**src/rfb_pkg.sv**
```systemverilog
// constants for the registered fanout buffer
package rfb_pkg;
	localparam int RFB_DATA_W = 24;
	localparam int RFB_OUT_W = 48;
	localparam logic [RFB_DATA_W-1:0] RFB_OUT_RST = 24'h000000;
	// idle clock phase held while receivers are off: true high, complement low
	localparam logic RFB_TRUE_IDLE = 1'h1;
	localparam logic RFB_COMP_IDLE = 1'h0;

	typedef struct packed {
		logic prevTrue;
		logic prevComp;
		logic [RFB_DATA_W-1:0] copyA;
		logic [RFB_DATA_W-1:0] copyB;
	} rfb_state_t;
endpackage

```
**src/rfb_registered_fanout_buffer.sv**
```systemverilog
// registered 24-in, 48-out fanout buffer with differential clock capture
module rfb_registered_fanout_buffer
	import rfb_pkg::*;
(
	input wire logic clk,
	input wire logic rst,
	input wire logic resetN,
	input wire logic clkTrue,
	input wire logic clkComp,
	input wire logic [RFB_DATA_W-1:0] dataIn,
	output logic [RFB_DATA_W-1:0] firstCopyOutput,
	output logic [RFB_DATA_W-1:0] secondCopyOutput
);
	rfb_state_t state_r;
	rfb_state_t state_nxt;
	logic crossing;
	logic [RFB_DATA_W-1:0] nextA;
	logic [RFB_DATA_W-1:0] nextB;

	// crossing seen only from a phase sampled while receivers were enabled
	assign crossing = resetN && clkTrue && !clkComp
		&& !state_r.prevTrue && state_r.prevComp;

	// one slice per input bit; both copies take the same captured level
	genvar bitIdx;
	for (bitIdx = 0; bitIdx < RFB_DATA_W; bitIdx++) begin : gen_bit
		assign nextA[bitIdx] = crossing ? dataIn[bitIdx] : state_r.copyA[bitIdx];
		assign nextB[bitIdx] = crossing ? dataIn[bitIdx] : state_r.copyB[bitIdx];

		chk_bit_pairing: assert property (
			@(posedge clk) disable iff (rst)
			firstCopyOutput[bitIdx] == secondCopyOutput[bitIdx])
			else $error("bit copies differ");

		chk_bit_capture: assert property (
			@(posedge clk) disable iff (rst)
			crossing
			|=> secondCopyOutput[bitIdx] == $past(dataIn[bitIdx]))
			else $error("bit not captured at clock crossing");
	end

	always_comb begin
		state_nxt = state_r;
		if (!resetN) begin
			// receivers off: park clock history so release cannot fake an edge
			state_nxt.prevTrue = RFB_TRUE_IDLE;
			state_nxt.prevComp = RFB_COMP_IDLE;
			state_nxt.copyA = RFB_OUT_RST;
			state_nxt.copyB = RFB_OUT_RST;
		end else begin
			state_nxt.prevTrue = clkTrue;
			state_nxt.prevComp = clkComp;
			state_nxt.copyA = nextA;
			state_nxt.copyB = nextB;
		end
	end

	always_ff @(posedge clk) begin
		if (rst) begin
			state_r.prevTrue <= RFB_TRUE_IDLE;
			state_r.prevComp <= RFB_COMP_IDLE;
			state_r.copyA <= RFB_OUT_RST;
			state_r.copyB <= RFB_OUT_RST;
		end else begin
			state_r <= state_nxt;
		end
	end

	assign firstCopyOutput = state_r.copyA;
	assign secondCopyOutput = state_r.copyB;

	chk_copies_match: assert property (@(posedge clk) disable iff (rst)
		firstCopyOutput == secondCopyOutput)
		else $error("output copies differ");

	chk_capture_on_cross: assert property (@(posedge clk) disable iff (rst)
		crossing |=> (firstCopyOutput == $past(dataIn)) && (secondCopyOutput == $past(dataIn)))
		else $error("data not captured at clock crossing");

	chk_reset_clears: assert property (@(posedge clk) disable iff (rst)
		!resetN |=> (firstCopyOutput == RFB_OUT_RST) && (secondCopyOutput == RFB_OUT_RST))
		else $error("outputs not low after reset low");

	chk_release_no_edge: assert property (@(posedge clk) disable iff (rst)
		!resetN ##1 resetN |=> (firstCopyOutput == RFB_OUT_RST))
		else $error("capture from clock seen while receivers off");

	chk_hold_no_cross: assert property (@(posedge clk) disable iff (rst)
		(resetN && !crossing) |=> $stable(firstCopyOutput) && $stable(secondCopyOutput))
		else $error("outputs changed without a clock crossing");

	// system reset: same effect as the documented reset
	chk_rst_clears: assert property (
		@(posedge clk)
		rst
		|=> (firstCopyOutput == RFB_OUT_RST) && (secondCopyOutput == RFB_OUT_RST))
		else $error("outputs not low after system reset");

	chk_rst_parks: assert property (
		@(posedge clk)
		rst
		|=> (state_r.prevTrue == RFB_TRUE_IDLE) && (state_r.prevComp == RFB_COMP_IDLE))
		else $error("clock history not parked by system reset");

	chk_rst_release_quiet: assert property (
		@(posedge clk)
		$fell(rst)
		|-> (firstCopyOutput == RFB_OUT_RST) && (secondCopyOutput == RFB_OUT_RST))
		else $error("outputs not low at system reset release");

	// standby: receivers off, nothing on the inputs may reach the registers
	chk_standby_parks: assert property (
		@(posedge clk) disable iff (rst)
		!resetN
		|=> (state_r.prevTrue == RFB_TRUE_IDLE) && (state_r.prevComp == RFB_COMP_IDLE))
		else $error("clock history not parked in standby");

	chk_standby_stays: assert property (
		@(posedge clk) disable iff (rst)
		!resetN ##1 !resetN
		|-> (firstCopyOutput == RFB_OUT_RST) && (secondCopyOutput == RFB_OUT_RST))
		else $error("outputs left low level during standby");

	chk_float_data_ignored: assert property (
		@(posedge clk) disable iff (rst)
		!resetN && $changed(dataIn)
		|=> firstCopyOutput == RFB_OUT_RST)
		else $error("data reached outputs in standby");

	chk_float_clock_ignored: assert property (
		@(posedge clk) disable iff (rst)
		!resetN && $changed(clkTrue)
		|=> secondCopyOutput == RFB_OUT_RST)
		else $error("clock reached outputs in standby");

	chk_release_second: assert property (
		@(posedge clk) disable iff (rst)
		!resetN ##1 resetN
		|=> secondCopyOutput == RFB_OUT_RST)
		else $error("second copy captured at standby release");

	// refused clock patterns leave the outputs alone
	chk_both_high_hold: assert property (
		@(posedge clk) disable iff (rst)
		resetN && clkTrue && clkComp
		|=> $stable(firstCopyOutput) && $stable(secondCopyOutput))
		else $error("outputs changed with both clock halves high");

	chk_both_low_hold: assert property (
		@(posedge clk) disable iff (rst)
		resetN && !clkTrue && !clkComp
		|=> $stable(firstCopyOutput) && $stable(secondCopyOutput))
		else $error("outputs changed with both clock halves low");

	chk_quiet_clock_hold: assert property (
		@(posedge clk) disable iff (rst)
		resetN && $stable(clkTrue) && $stable(clkComp)
		|=> $stable(firstCopyOutput) && $stable(secondCopyOutput))
		else $error("outputs changed with a still clock");

	chk_data_ignored: assert property (
		@(posedge clk) disable iff (rst)
		resetN && !crossing && $changed(dataIn)
		|=> $stable(firstCopyOutput) && $stable(secondCopyOutput))
		else $error("data change reached outputs without a crossing");

	chk_hold_after_capture: assert property (
		@(posedge clk) disable iff (rst)
		crossing ##1 (resetN && !crossing)
		|=> $stable(firstCopyOutput) && $stable(secondCopyOutput))
		else $error("captured value not held");

	chk_change_needs_cross: assert property (
		@(posedge clk) disable iff (rst)
		$changed(firstCopyOutput) && $past(resetN)
		|-> $past(crossing))
		else $error("outputs changed without a capture");

	chk_true_rise_only: assert property (
		@(posedge clk) disable iff (rst)
		resetN && clkTrue && !clkComp && $past(clkTrue)
		|=> $stable(firstCopyOutput) && $stable(secondCopyOutput))
		else $error("capture without a rise of the true clock");

	chk_comp_fall_only: assert property (
		@(posedge clk) disable iff (rst)
		resetN && clkTrue && !clkComp && !$past(clkComp)
		|=> $stable(firstCopyOutput) && $stable(secondCopyOutput))
		else $error("capture without a fall of the complement clock");

	chk_cross_spacing: assert property (
		@(posedge clk) disable iff (rst)
		crossing
		|=> !crossing)
		else $error("crossings closer than two cycles");

	chk_low_phase_first: assert property (
		@(posedge clk) disable iff (rst)
		crossing
		|-> !$past(clkTrue) && $past(clkComp) && $past(resetN))
		else $error("crossing without a preceding low phase");

	chk_capture_low_level: assert property (
		@(posedge clk) disable iff (rst)
		crossing && (dataIn == RFB_OUT_RST)
		|=> (firstCopyOutput == RFB_OUT_RST) && (secondCopyOutput == RFB_OUT_RST))
		else $error("low level not captured");

	chk_capture_high_level: assert property (
		@(posedge clk) disable iff (rst)
		crossing && (dataIn == ~RFB_OUT_RST)
		|=> (firstCopyOutput == ~RFB_OUT_RST) && (secondCopyOutput == ~RFB_OUT_RST))
		else $error("high level not captured");
endmodule

```
**config.mk**
```make
export PLATFORM = sky130hd
export DESIGN_NAME = rfb_registered_fanout_buffer
export DESIGN_NICKNAME = d
export VERILOG_FILES = /design/src/rfb_pkg.sv /design/src/rfb_registered_fanout_buffer.sv
export SDC_FILE = /design/constraint.sdc
export NUM_CORES = 1
export LEC_CHECK = 0
export BUFFER_PORTS_ARGS = -buffer_cell sky130_fd_sc_hd__buf_2
export CELL_PAD_IN_SITES_DETAIL_PLACEMENT = 1
export CELL_PAD_IN_SITES_GLOBAL_PLACEMENT = 1
export CORE_ASPECT_RATIO = 0.5
export CORE_MARGIN = 5
export CORE_UTILIZATION = 31
export CTS_CLUSTER_DIAMETER = 100
export DETAILED_ROUTE_END_ITERATION = 12
export GPL_TIMING_DRIVEN = 0
export PLACE_DENSITY_LB_ADDON = 0.12
export SETUP_SLACK_MARGIN = 0.15
export SLEW_MARGIN = 20
export SYNTH_ARGS = -nofsm -noshare
export SYNTH_HDL_FRONTEND = slang
export SYNTH_SLANG_ARGS = --single-unit
export TNS_END_PERCENT = 50
```
**constraint.sdc**
```tcl
create_clock -name clk -period 1.81 [get_ports clk]
set_clock_uncertainty 0.2 [all_clocks]
set_input_delay 0.2715 -clock clk [delete_from_list [all_inputs] [get_ports clk]]
set_output_delay 0.2715 -clock clk [all_outputs]
set_load 0.05 [all_outputs]
```
==> out/results.tsv <==
stage	metric	value	unit
cts	Clk Tree Root Cell	clkbuf_8	
floorplanning	die extent in x	106	um
floorplanning	Die Y-Extent	58.2	um
synth	synth unique cells	14	
timing	Fmax	675	MHz
grt	Most Used Layer, Global Route	met2	
synth	Ys Warns	0	
timing	Fin Hold WS	0.0241	ns
cts	Inserted Clock Buffers	3	
layout	Area growth syn-to-layout	33.9	%
timing	Worst Tran Pin Value	0.481	ns
synth	Post-Syn Nets	194	
critical_path	Worst setup EP type	primary output	
route	DRC Markers	0	
route	Initial DRC Count	16	
cts	CTS clk-pin slew, worst paths	0.09	ns
synth	post-synth top area cell	dfxtp_1	
cts	hold_buf cts	0	
timing	Hold Vio Cnt, Final	0	
cts	clk_lat worst skew	0.27	ns
placed_design	GP Congestion	0.683	
critical_path	Buf+Inv Stages, Crit Path	2	
placed_design	dpl ws	0.249	ns
timing	Rel. slew slack	67.9	%
run_status	status	complete, no violations	
layout	Design Area, Final	1930	um^2
cts	CTS Buffer Depth	2	
critical_path	Critical Path Start Type	flip-flop	
synth	Synth area leaders	dfxtp_1 (36%), buf_4 (25%), o21ai_2 (12%)	
grt	GRT Util Overall	13.0	%
synth	Synth top area share	36.2	%
pwr	total power	972	uW
synth	sequential share of the synthesized area	36.2	%
timing	min cycle time layout	1.48	ns
floorplanning	initial core utilization	32.4	%
pwr	Lkg Pwr	0.00105	uW
timing	final worst setup slack	0.330	ns
critical_path	cell at the slowest stage of the critical path	dfxtp_1	
timing	RSZ-0062 raised after global routing	false	
grt	GRT Residual Overflow	0	
critical_path	crit path kind	reg2out	
critical_path	Critical Path AT	1.01	ns
floorplanning	row cnt	17	
grt	initial antenna violation count	0	
timing	setup TNS	0	ns
grt	M2 GR Usage	23.4	%
layout	Layout Nets	274	
timing	fin crit share	81.8	%
grt	number of global-route vias before repair	1405	
cts	htree depth	1	
placed_design	placed instance area	1890	um^2
placed_design	number of buffers inserted by port buffering	75	
critical_path	Max Fanout on Critical Path	3	
cts	post-CTS setup buffer count	0	
pwr	worst vdd ir	0.313	mV
floorplanning	core area	4450	um^2
route	via/cell ratio	4.43	
floorplanning	die area	6190	um^2
grt	met3 Track Usage GR	5.01	%
job	max cap viols	0	
route	Via Count	1329	
timing	count of pins over their slew limit	0	
pwr	PD cells	504	nW/um^2
timing	Final Setup Violations	0	
layout	share of cells above drive strength 1	64.2	%
route	remaining antenna violation count after routing	0	
layout	Inserted Diodes	0	
synth	Synth Instances	165	
floorplanning	I/O pins	77	
cts	post-CTS resize count	0	
placed_design	post-DP HPWL	3.06	mm
critical_path	CP required	1.34	ns
critical_path	CP top delay family	flip-flops	
route	overall routed net length	3.86	mm
grt	first-pass GRT wire length	6.53	mm
grt	M1 GR Usage	15.6	%
synth	Synth Register Bits	26	
cts	TritonCTS clock tree	yes	
critical_path	crit-path max cell delay	0.38	ns
synth	Syn Area/Cell	8.72	um^2
route	First-pass DRT Iterations	4	
synth	Synth Cell Area	1440	um^2
route	routed len/inst	12.9	um
cts	clk sinks	26	
worst_hold_path	HP Class	in2reg	
grt	largest net degree at the start of global routing	14	
critical_path	CP cell instances	buf_4 > buf_2	
## metal layers
layer	wire, um	part of all wire, %
met5	0	0
met3	310	8.0
met4	10	0.26
met2	1870	48
met1	1670	43
## synthesized netlist by cell type, drive strengths merged
master,number
o21ai,24
nand2b,1
and4bb,1
dfxtp,26
nand2,24
and2,2
nor2b,1
clkbuf,5
nand4,24
buf,57
## cells by family (layout without fill, tap and decap cells)
group / Yosys count / after routing / share of synthesized area (%)
buffers and inverters: 62 / 140 / 30.8
AO/OA/AOI/OAI: 24 / 24 / 13.6
AND/OR/NAND/NOR: 53 / 53 / 19.5
flip-flops: 26 / 26 / 36.2
## cell type report
class	count	area [um^2]
Fill cell	562	2520
Sequential cell	26	520
Multi-Input combinational cell	77	475
Buffer	62	443
Timing Repair Buffer	75	375
Tap cell	57	71.3
Clock buffer	3	41.3
## metrics by stage
step           std cells  utilization [%]
3_5_place_dp         297             42.4
3_3_place_gp         297             42.4
2_1_floorplan        165                -
6_report             300             43.3
4_1_cts              300             43.3
5_1_grt              300             43.3
## path summary, 6_finish.rpt
kind,startpoint,endpoint,slack [ns],cells past startpoint
setup / recovery,firstCopyOutput[19],secondCopyOutput[19],0.33,2
hold / removal,clkComp,state_r[48],0.02,2
setup reg to reg,state_r[49],firstCopyOutput[19],0.37,5
hold reg to reg,firstCopyOutput[23],firstCopyOutput[23],0.28,2
## cell usage in the layout (no fill, tap or decap)
cell	Yosys	final
nand4_1	24	24
o21ai_1	4	4
nand2b_1	1	1
buf_6	3	3
and2_4	1	1
clkbuf_1	5	5
buf_2	6	81
buf_4	48	48
dfxtp_1	26	26
o21ai_2	20	20
and4bb_1	1	1
and2_1	1	1
clkbuf_8	0	3
nor2b_1	1	1
nand2_1	24	24
## flip-flops by register name, summed over array words and instances, names as in the netlist
register / flops
state_r: 2
firstCopyOutput: 24
## power breakdown
part	switching (uW)	leakage, uW	internal, uW	total (uW)
combinational	41.0	0.000815	29.8	70.8
sequential	0.590	0.000210	573	574
clock	178	0.0000216	149	327
Power figures use the tool's default switching activity.
